## config.mk

```make
export PLATFORM = sky130hd
export DESIGN_NAME = cel_comparator_event
export DESIGN_NICKNAME = d
export VERILOG_FILES = /design/src/rtl/cel_pkg.sv /design/src/rtl/cel_comparator_event.sv /design/src/rtl/cel_edge_detect.sv /design/src/rtl/cel_sync.sv
export SDC_FILE = /design/constraint.sdc
export NUM_CORES = 1
export LEC_CHECK = 0
export BUFFER_PORTS_ARGS = -buffer_cell sky130_fd_sc_hd__buf_2
export CAP_MARGIN = 20
export CELL_PAD_IN_SITES_DETAIL_PLACEMENT = 0
export CELL_PAD_IN_SITES_GLOBAL_PLACEMENT = 1
export CORE_MARGIN = 10
export CORE_UTILIZATION = 27
export DETAILED_ROUTE_END_ITERATION = 8
export GPL_TIMING_DRIVEN = 0
export PLACE_DENSITY_LB_ADDON = 0.1
export SETUP_SLACK_MARGIN = 0.4
export SYNTH_ARGS = -nofsm -noshare
export SYNTH_HDL_FRONTEND = slang
export SYNTH_SLANG_ARGS = --single-unit
```

## constraint.sdc

```tcl
create_clock -name clk -period 1.3 [get_ports clk]
set_input_delay 0.065 -clock clk [delete_from_list [all_inputs] [get_ports clk]]
set_output_delay 0.065 -clock clk [all_outputs]
set_load 0.01 [all_outputs]
```

## src/rtl/cel_pkg.sv

```systemverilog
// Package with register map, field positions and mode codes of the comparator event logic.
package cel_pkg;

  // ==========================================================================
  // Register map (byte addresses on the APB).
  // ==========================================================================
  localparam logic [7:0] CEL_CSR_OFFSET = 8'h00;
  localparam logic [7:0] CEL_IRQ_STATUS_OFFSET = 8'h04;
  localparam logic [7:0] CEL_IRQ_MASK_OFFSET = 8'h08;

  // ==========================================================================
  // Control/status register bit positions.
  // ==========================================================================
  localparam int CEL_BIT_POWER_OFF = 7;
  localparam int CEL_BIT_REF_SELECT = 6;
  localparam int CEL_BIT_SYNC_OUT = 5;
  localparam int CEL_BIT_IRQ_FLAG = 4;
  localparam int CEL_BIT_IRQ_ENABLE = 3;
  localparam int CEL_BIT_CAPTURE_ROUTE = 2;
  localparam int CEL_BIT_EDGE_HI = 1;
  localparam int CEL_BIT_EDGE_LO = 0;

  // ==========================================================================
  // Reset values.
  // ==========================================================================
  localparam logic [7:0] CEL_CSR_RESET = 8'h00;
  localparam logic [1:0] CEL_IRQ_RESET = 2'h0;

  // ==========================================================================
  // Interrupt status bits.
  // ==========================================================================
  localparam int CEL_EVT_EDGE_MATCH = 0;
  localparam int CEL_EVT_OUT_CHANGE = 1;
  localparam int CEL_EVT_COUNT = 2;

  // ==========================================================================
  // Edge mode codes.
  // ==========================================================================
  localparam logic [1:0] CEL_MODE_TOGGLE = 2'h0;
  localparam logic [1:0] CEL_MODE_RESERVED = 2'h1;
  localparam logic [1:0] CEL_MODE_FALLING = 2'h2;
  localparam logic [1:0] CEL_MODE_RISING = 2'h3;

  // Synchroniser depth giving the one to two cycle latency.
  localparam int CEL_SYNC_STAGES = 2;

endpackage

```

## src/rtl/cel_comparator_event.sv

```systemverilog
// Top of the comparator event logic: APB registers, source select, sync, edge flag, capture.
//
// The register addresses and register access over APB were chosen for this implementation.
`timescale 1ns/1ps
module cel_comparator_event
  import cel_pkg::*;
#(
  parameter int ADDR_W = 8
)
(
  input wire logic clk, // System clock, 25 MHz.
  input wire logic rst_n, // Asynchronous reset, active low.
  input wire logic psel, // APB select.
  input wire logic penable, // APB enable.
  input wire logic pwrite, // APB direction, high for write.
  input wire logic [ADDR_W-1:0] paddr, // APB byte address.
  input wire logic [31:0] pwdata, // APB write data.
  output logic [31:0] prdata, // APB read data.
  output logic pready, // APB ready.
  output logic pslverr, // APB error on unmapped address.
  input wire logic pin_above_neg, // Analog core: positive pin above negative pin.
  input wire logic ref_above_neg, // Analog core: internal reference above negative pin.
  input wire logic cpu_global_irq_enable, // Processor global interrupt enable.
  input wire logic irq_vector_ack, // Pulse when the processor takes the vector.
  output logic comparator_power_off, // Power-down request to the analog core.
  output logic reference_input_select, // Positive source select to the analog core.
  output logic capture_trigger, // Comparator level into the timer capture logic.
  output logic comparator_irq_request, // Comparator vector request to the processor.
  output logic irq // Level interrupt from unmasked status bits.
);

  // ==========================================================================
  // Parameter checks.
  // ==========================================================================
  if (ADDR_W < 8)
  begin : g_bad_addr
    $error("cel_comparator_event decodes paddr[7:0] and needs at least eight address bits");
  end

  // ==========================================================================
  // Declarations.
  // ==========================================================================
  logic power_off_reg;
  logic ref_select_reg;
  logic irq_flag_reg;
  logic irq_flag_next;
  logic irq_enable_reg;
  logic capture_route_reg;
  logic [1:0] edge_mode_reg;
  logic [CEL_EVT_COUNT-1:0] irq_status_reg;
  logic [CEL_EVT_COUNT-1:0] irq_status_next;
  logic [CEL_EVT_COUNT-1:0] irq_mask_reg;
  logic [CEL_EVT_COUNT-1:0] irq_events;
  logic raw_result;
  logic comparator_sync_out;
  logic edge_event;
  logic change_event;
  logic [7:0] local_addr;
  logic hit_csr;
  logic hit_status;
  logic hit_mask;
  logic addr_mapped;
  logic setup_phase;
  logic access_done;
  logic wr_csr;
  logic wr_status;
  logic wr_mask;
  logic flag_w1c;
  logic [31:0] read_mux;
  logic [7:0] csr_view;
  logic pready_reg;
  logic pslverr_reg;
  logic [31:0] prdata_reg;
  logic capture_trigger_reg;
  logic irq_request_reg;
  logic irq_reg;

  // ==========================================================================
  // APB decode.
  // ==========================================================================
  assign local_addr = paddr[7:0];
  assign hit_csr = (local_addr == CEL_CSR_OFFSET);
  assign hit_status = (local_addr == CEL_IRQ_STATUS_OFFSET);
  assign hit_mask = (local_addr == CEL_IRQ_MASK_OFFSET);
  assign addr_mapped = hit_csr | hit_status | hit_mask;
  assign setup_phase = psel & ~penable;
  assign access_done = psel & penable & pready_reg;
  assign wr_csr = access_done & pwrite & hit_csr;
  assign wr_status = access_done & pwrite & hit_status;
  assign wr_mask = access_done & pwrite & hit_mask;

  // ==========================================================================
  // APB response.
  // ==========================================================================
  // Ready is raised in the first access cycle, so every transfer has no wait
  // states; read data and error are captured in the setup cycle from the
  // address held stable by the master, which keeps all bus outputs on flops.
  always_ff @(posedge clk or negedge rst_n)
  begin
    if (!rst_n)
    begin
      pready_reg <= 1'b0;
    end
    else
    begin
      pready_reg <= setup_phase;
    end
  end

  always_ff @(posedge clk or negedge rst_n)
  begin
    if (!rst_n)
    begin
      pslverr_reg <= 1'b0;
    end
    else if (setup_phase)
    begin
      pslverr_reg <= ~addr_mapped;
    end
    else
    begin
      pslverr_reg <= 1'b0;
    end
  end

  always_comb
  begin
    csr_view = 8'h00;
    csr_view[CEL_BIT_POWER_OFF] = power_off_reg;
    csr_view[CEL_BIT_REF_SELECT] = ref_select_reg;
    csr_view[CEL_BIT_SYNC_OUT] = comparator_sync_out;
    csr_view[CEL_BIT_IRQ_FLAG] = irq_flag_reg;
    csr_view[CEL_BIT_IRQ_ENABLE] = irq_enable_reg;
    csr_view[CEL_BIT_CAPTURE_ROUTE] = capture_route_reg;
    csr_view[CEL_BIT_EDGE_HI] = edge_mode_reg[1];
    csr_view[CEL_BIT_EDGE_LO] = edge_mode_reg[0];
  end

  always_comb
  begin
    read_mux = 32'h0000_0000;
    if (hit_csr)
    begin
      read_mux = {24'h00_0000, csr_view};
    end
    else if (hit_status)
    begin
      read_mux = {30'h0000_0000, irq_status_reg};
    end
    else if (hit_mask)
    begin
      read_mux = {30'h0000_0000, irq_mask_reg};
    end
    else
    begin
      read_mux = 32'h0000_0000;
    end
  end

  // Read data is sampled one cycle before the master takes it, so the live
  // output bit may lag the synchroniser by one more cycle on a read.
  always_ff @(posedge clk or negedge rst_n)
  begin
    if (!rst_n)
    begin
      prdata_reg <= 32'h0000_0000;
    end
    else if (setup_phase && !pwrite)
    begin
      prdata_reg <= read_mux;
    end
    else
    begin
      prdata_reg <= 32'h0000_0000;
    end
  end

  assign pready = pready_reg;
  assign pslverr = pslverr_reg;
  assign prdata = prdata_reg;

  // ==========================================================================
  // Control fields.
  // ==========================================================================
  // power off
  always_ff @(posedge clk or negedge rst_n)
  begin
    if (!rst_n)
    begin
      power_off_reg <= CEL_CSR_RESET[CEL_BIT_POWER_OFF];
    end
    else if (wr_csr)
    begin
      power_off_reg <= pwdata[CEL_BIT_POWER_OFF];
    end
  end

  always_ff @(posedge clk or negedge rst_n)
  begin
    if (!rst_n)
    begin
      ref_select_reg <= CEL_CSR_RESET[CEL_BIT_REF_SELECT];
    end
    else if (wr_csr)
    begin
      ref_select_reg <= pwdata[CEL_BIT_REF_SELECT];
    end
  end

  always_ff @(posedge clk or negedge rst_n)
  begin
    if (!rst_n)
    begin
      irq_enable_reg <= CEL_CSR_RESET[CEL_BIT_IRQ_ENABLE];
    end
    else if (wr_csr)
    begin
      irq_enable_reg <= pwdata[CEL_BIT_IRQ_ENABLE];
    end
  end

  always_ff @(posedge clk or negedge rst_n)
  begin
    if (!rst_n)
    begin
      capture_route_reg <= CEL_CSR_RESET[CEL_BIT_CAPTURE_ROUTE];
    end
    else if (wr_csr)
    begin
      capture_route_reg <= pwdata[CEL_BIT_CAPTURE_ROUTE];
    end
  end

  always_ff @(posedge clk or negedge rst_n)
  begin
    if (!rst_n)
    begin
      edge_mode_reg <= CEL_CSR_RESET[CEL_BIT_EDGE_HI:CEL_BIT_EDGE_LO];
    end
    else if (wr_csr)
    begin
      edge_mode_reg <= pwdata[CEL_BIT_EDGE_HI:CEL_BIT_EDGE_LO];
    end
  end

  // ==========================================================================
  // Comparator result path.
  // ==========================================================================
  // selected source result
  // reference or pin
  // A powered-down comparator reads low. Switching power or source can make
  // the result jump, which is why software masks the interrupt first.
  // relies on masking
  assign raw_result = power_off_reg ? 1'b0 : (ref_select_reg ? ref_above_neg : pin_above_neg);

  cel_sync #(
    .STAGES(CEL_SYNC_STAGES)
  ) u_sync (
    .clk(clk),
    .rst_n(rst_n),
    .d(raw_result),
    .q(comparator_sync_out)
  );

  cel_edge_detect u_edge (
    .clk(clk),
    .rst_n(rst_n),
    .sample(comparator_sync_out),
    .mode(edge_mode_reg),
    .event_pulse(edge_event),
    .change_pulse(change_event)
  );

  // ==========================================================================
  // Comparator interrupt flag.
  // ==========================================================================
  assign flag_w1c = wr_csr & pwdata[CEL_BIT_IRQ_FLAG];

  // A new edge wins over a clear arriving in the same cycle.
  always_comb
  begin
    irq_flag_next = irq_flag_reg;
    if (flag_w1c || irq_vector_ack)
    begin
      irq_flag_next = 1'b0;
    end
    if (edge_event)
    begin
      irq_flag_next = 1'b1;
    end
  end

  always_ff @(posedge clk or negedge rst_n)
  begin
    if (!rst_n)
    begin
      irq_flag_reg <= CEL_CSR_RESET[CEL_BIT_IRQ_FLAG];
    end
    else
    begin
      irq_flag_reg <= irq_flag_next;
    end
  end

  always_ff @(posedge clk or negedge rst_n)
  begin
    if (!rst_n)
    begin
      irq_request_reg <= 1'b0;
    end
    else
    begin
      irq_request_reg <= irq_flag_next & irq_enable_reg & cpu_global_irq_enable;
    end
  end

  // ==========================================================================
  // Timer capture route.
  // ==========================================================================
  // gated route
  // With the route off the capture input sits low, so the timer sees no edges.
  always_ff @(posedge clk or negedge rst_n)
  begin
    if (!rst_n)
    begin
      capture_trigger_reg <= 1'b0;
    end
    else
    begin
      capture_trigger_reg <= capture_route_reg & comparator_sync_out;
    end
  end

  // ==========================================================================
  // Sticky event status, mask and interrupt line.
  // ==========================================================================
  always_comb
  begin
    irq_events = '0;
    irq_events[CEL_EVT_EDGE_MATCH] = edge_event;
    irq_events[CEL_EVT_OUT_CHANGE] = change_event;
  end

  // Write-one clears; an event in the same cycle keeps its bit set.
  always_comb
  begin
    irq_status_next = irq_status_reg;
    if (wr_status)
    begin
      irq_status_next = irq_status_reg & ~pwdata[CEL_EVT_COUNT-1:0];
    end
    irq_status_next = irq_status_next | irq_events;
  end

  always_ff @(posedge clk or negedge rst_n)
  begin
    if (!rst_n)
    begin
      irq_status_reg <= CEL_IRQ_RESET;
    end
    else
    begin
      irq_status_reg <= irq_status_next;
    end
  end

  always_ff @(posedge clk or negedge rst_n)
  begin
    if (!rst_n)
    begin
      irq_mask_reg <= CEL_IRQ_RESET;
    end
    else if (wr_mask)
    begin
      irq_mask_reg <= pwdata[CEL_EVT_COUNT-1:0];
    end
  end

  always_ff @(posedge clk or negedge rst_n)
  begin
    if (!rst_n)
    begin
      irq_reg <= 1'b0;
    end
    else
    begin
      irq_reg <= |(irq_status_next & irq_mask_reg);
    end
  end

  // ==========================================================================
  // Outputs to the analog core, timer and processor.
  // ==========================================================================
  // Power and source select come straight from their control flops.
  assign comparator_power_off = power_off_reg;
  assign reference_input_select = ref_select_reg;
  assign capture_trigger = capture_trigger_reg;
  assign comparator_irq_request = irq_request_reg;
  assign irq = irq_reg;

endmodule

```

## src/rtl/cel_edge_detect.sv

```systemverilog
// Edge detector that matches the synchronised result against the edge mode.
`timescale 1ns/1ps
module cel_edge_detect
  import cel_pkg::*;
(
  input wire logic clk, // System clock.
  input wire logic rst_n, // Asynchronous reset, active low.
  input wire logic sample, // Synchronised comparator level.
  input wire logic [1:0] mode, // Edge mode code.
  output logic event_pulse, // One-cycle pulse on a matching edge.
  output logic change_pulse // One-cycle pulse on any change.
);

  logic prev_reg;

  always_ff @(posedge clk or negedge rst_n)
  begin
    if (!rst_n)
    begin
      prev_reg <= 1'b0;
    end
    else
    begin
      prev_reg <= sample;
    end
  end

  assign change_pulse = sample ^ prev_reg;

  always_comb
  begin
    case (mode)
      CEL_MODE_TOGGLE: event_pulse = change_pulse;
      CEL_MODE_FALLING: event_pulse = prev_reg & ~sample;
      CEL_MODE_RISING: event_pulse = sample & ~prev_reg;
      CEL_MODE_RESERVED: event_pulse = 1'b0;
      default: event_pulse = 1'b0;
    endcase
  end

endmodule

```

## src/rtl/cel_sync.sv

```systemverilog
// Multi-stage level synchroniser for the comparator result.
`timescale 1ns/1ps
module cel_sync
  import cel_pkg::*;
#(
  parameter int STAGES = CEL_SYNC_STAGES
)
(
  input wire logic clk, // System clock.
  input wire logic rst_n, // Asynchronous reset, active low.
  input wire logic d, // Level from the analog side.
  output logic q // Synchronised level.
);

  logic [STAGES-1:0] chain_reg;

  if (STAGES < 2)
  begin : g_bad_stages
    $error("cel_sync needs at least two stages");
  end

  // Only the next stage reads each flop before the last, so no logic sees a metastable value.
  always_ff @(posedge clk or negedge rst_n)
  begin
    if (!rst_n)
    begin
      chain_reg <= '0;
    end
    else
    begin
      chain_reg <= {chain_reg[STAGES-2:0], d};
    end
  end

  assign q = chain_reg[STAGES-1];

endmodule

```

==> metrics.md <==
| Metric | Value |
|---|---|
| Status | finished with violations |
| Failing checks | negative setup slack |
| Post-Synthesis Cells | 115 |
| Nets | 245 |
| Hold Path End | comparator_power_off |
| Drt wl/cell | 12.6 µm |
| Hold Path Cell Cnt | 2 |
| Synth top area share | 51.7% |
| Via density | 3.79 |
| Reg-to-Reg Start | u_sync.chain_reg[1] |
| Cts bufs inserted | 3 |
| Core Footprint | 4720 µm² |
| GPL Wtd Cong | 0.707 |
| Avg Cell Area, Syn | 11.4 µm² |
| Critical Path RT | 1470 ps |
| Fin crit period | 1430 ps |
| Slowest Stage Delay on Critical Path | 410 ps |
| Unrepaired setup endpoints after global routing | yes |
| Via count | 986 |
| WP buf/inv | 1 |
| Post-DP HPWL | 2510 µm |
| Rel. slew slack | 58.5% |
| Chip Width | 89.6 µm |
| NetSw | 0.402 mW |
| Setup_tns | -578 ps |
| Final WS setup | -126 ps |
| Share of cells above drive strength 1 | 54.9% |
| Area Overhead vs Synth | 49.2% |
| Netlist cell types | 27 |
| Total power | 1.59 mW |
| HP Start | pwdata[7] |
| Largest net degree at the start of global routing | 28 |
| CTS H-tree lvls | 1 |
| Warning count from the yosys run | 0 |
| Clk root buf | clkbuf_8 |
| WP data arrival | 1600 ps |
| Fmax | 0.701 GHz |
| Slew Limit Fails | 0 |
| Slew of the pin with the lowest slew margin | 622 ps |
| N_diodes | 0 |
| Number of port buffers | 37 |
| Flop and latch count out of synthesis | 27 |
| Crit-path max FO | 4 |
| Combinational Power Share | 15.7% |
| Syn Std Cell Area | 1310 µm² |
| Synth area leader | dfrtp_1 |
| Slowest CP cell | dfrtp_1 |
| Max-cap violations | 0 |
| Initial Util | 27.7% |
| Sequential Power Share | 53.9% |
| Initial DRC Count | 43 |
| Number of flip-flops under the largest register name | 8 |
| Critical Path Source | u_sync.chain_reg[1] |
| Sw frac | 25.2% |
| Post-Route WL | 3260 µm |
| Final-report setup violation count | 9 |
| Post-DRT Antenna Nets | 0 |
| CP Cell Sequence | inv_2 > ha_4 > nor2b_4 > o31a_1 > o21ai_2 > a22o_1 |
| Max VDD drop | 0.000381 V |
| First-pass GRT wire length | 5170 µm |
| Pre-antenna DRT Iters | 3 |
| Crit end category | register |
| Die H | 89.6 µm |
| Final Cell Area | 1950 µm² |
| Num ports | 88 |
| CTS Buffer Depth | 2 |
| Family with the most delay on the worst path | compound AO/OA/AOI/OAI gates |
| R2r worst-path depth | 6 |
| Int Pwr | 1.19 mW |
| Register area share after synthesis | 51.7% |
| HP Class | in -> reg |
| Pre-CTS WS | -452 ps |
| Dominant cells by area after synthesis | dfrtp_1 52%, buf_4 14%, mux2_2 6.9% |
| WS Path Type | reg -> reg |
| Hold Fails Final Rpt | 0 |
| Antenna violations before repair | 0 |
| Worst Skew | 3.36 ps |
| Placed Area | 1680 µm² |
| Total grt overflow | 0 |
| Worst flop-to-flop path endpoint | irq |
| Fin crit share | 110% |
| Total clock sinks | 27 |
| Power Density | 817 nW/µm² |
| GRT Resource Usage Total | 8.51% |
| Pleak | 1.08 nW |
| Vias in the first global route | 1133 |
| Clk Latency, worst-skew pair | 270 ps |
| CTS tree | built |
| Clock power frac | 30.3% |
| Reg2reg setup slack | -130 ps |
| CTS clock-pin slew for the worst setup and hold paths | 90 ps |
| Core Rows | 25 |
| DRC Markers | 0 |
| Die Area | 8030 µm² |
| CP startpoint kind | register |
-- synthesized netlist by cell type (all sizes together) --
library cell  instances
nor3                  1
nor2                  7
nor2b                 3
o32a                  1
inv                   6
nand4                 1
ha                    2
o31a                  1
and2                  7
o21ai                 1
buf                  24
nand2                 5
clkbuf                1
mux2                  8
a211o                 1
conb                  1
a21oi                 4
nand3                 3
or3                   1
a22o                  1
mux2i                 3
dfrtp                27
nand2b                1
or4                   1
or2                   1
nor4                  3
-- layer usage --
layer	vias up	global-route usage [%]	wire length [µm]
met1	453	9.16	1300
li1	490	-	-
met2	39	14.3	1630
met3	4	3.43	286
met5	-	0	0
met4	0	3.90	53
-- what timing repair did --
item,in CTS,in global routing
hold buffers,1,0
endpoints found under the hold margin,27,0
setup buffers,10,3
endpoints found under the setup margin,23,24
resized for setup,20,10
pin swaps,16,7
-- final cells by class --
cell class                 instances  area [µm²]
multi-input combinational         80         614
fill                             474        2770
tap                               67        83.8
timing repair buffer              51         324
sequential                        27         676
clock inverter                     1        5.00
inverter                           6        22.5
clock buffer                       3        41.3
buffer                            25         184
-- worst register-to-register path, delay by kind of cell, from the launching register on --
| kind | cells | cell delay, ps |
|---|---|---|
| buffers and inverters | 1 | 60 |
| flip-flops | 1 | 410 |
| AND/OR/NAND/NOR | 1 | 120 |
| adder cells (fa/ha/maj) | 1 | 270 |
| AO/OA/AOI/OAI | 3 | 470 |
-- kinds of logic (layout without fill, tap and decap cells) --
family / Yosys count / after routing / synth area share, %
compound gates: 9 / 9 / 4.69
simple gates: 34 / 34 / 16.5
mux: 11 / 11 / 9.19
buf+inv: 31 / 86 / 15.8
fa+ha+maj: 2 / 2 / 1.91
other cells: 1 / 24 / 0.287
flops: 27 / 27 / 51.7
-- metrics by stage --
step | hold slack [ps] | cells | utilization (%)
after floorplan | -231 | 138 | -
after global placement | 112 | 242 | 35.6
after detailed placement | 116 | 242 | 35.6
after CTS | 10.5 | 257 | 40.1
after global routing | 13.4 | 260 | 41.3
final | 18.0 | 260 | 41.3
-- cell usage in the layout, fill, tap and decap left out, types with 2 or more instances in the layout --
cell type  instances
buf_2             35
buf_4             32
dfrtp_1           27
conb_1            24
mux2_4             7
buf_6              7
inv_1              5
nor2_1             5
and2_1             4
nand2_1            3
mux2i_1            3
and2_4             3
clkbuf_8           3
nor2b_1            2
nand3_1            2
a21oi_1            2
nor2_2             2
nor4_4             2
a21oi_2            2
-- power groups by stage --
| stage | Combinational [mW] | Sequential (mW) | Clock (mW) |
|---|---|---|---|
| after floorplan | 0.134 | 0.877 | 0 |
| after global placement | 0.207 | 0.876 | 0 |
| after detailed placement | 0.208 | 0.877 | 0 |
| after CTS | 0.236 | 0.859 | 0.496 |
| after global routing | 0.282 | 0.862 | 0.531 |
| final | 0.251 | 0.860 | 0.483 |
-- worst max path at each step --
| stage | depth (start not counted) | slack [ps] | endpoint |
|---|---|---|---|
| floorplan | 3 | -170 | capture_route_reg |
| global placement | 4 | -450 | edge_mode_reg[0] |
| detailed placement | 4 | -450 | comparator_power_off |
| CTS | 6 | -140 | comparator_irq_request |
| global route | 5 | -200 | irq |
| finish | 6 | -130 | irq |
(Power assumes the default switching activity.)
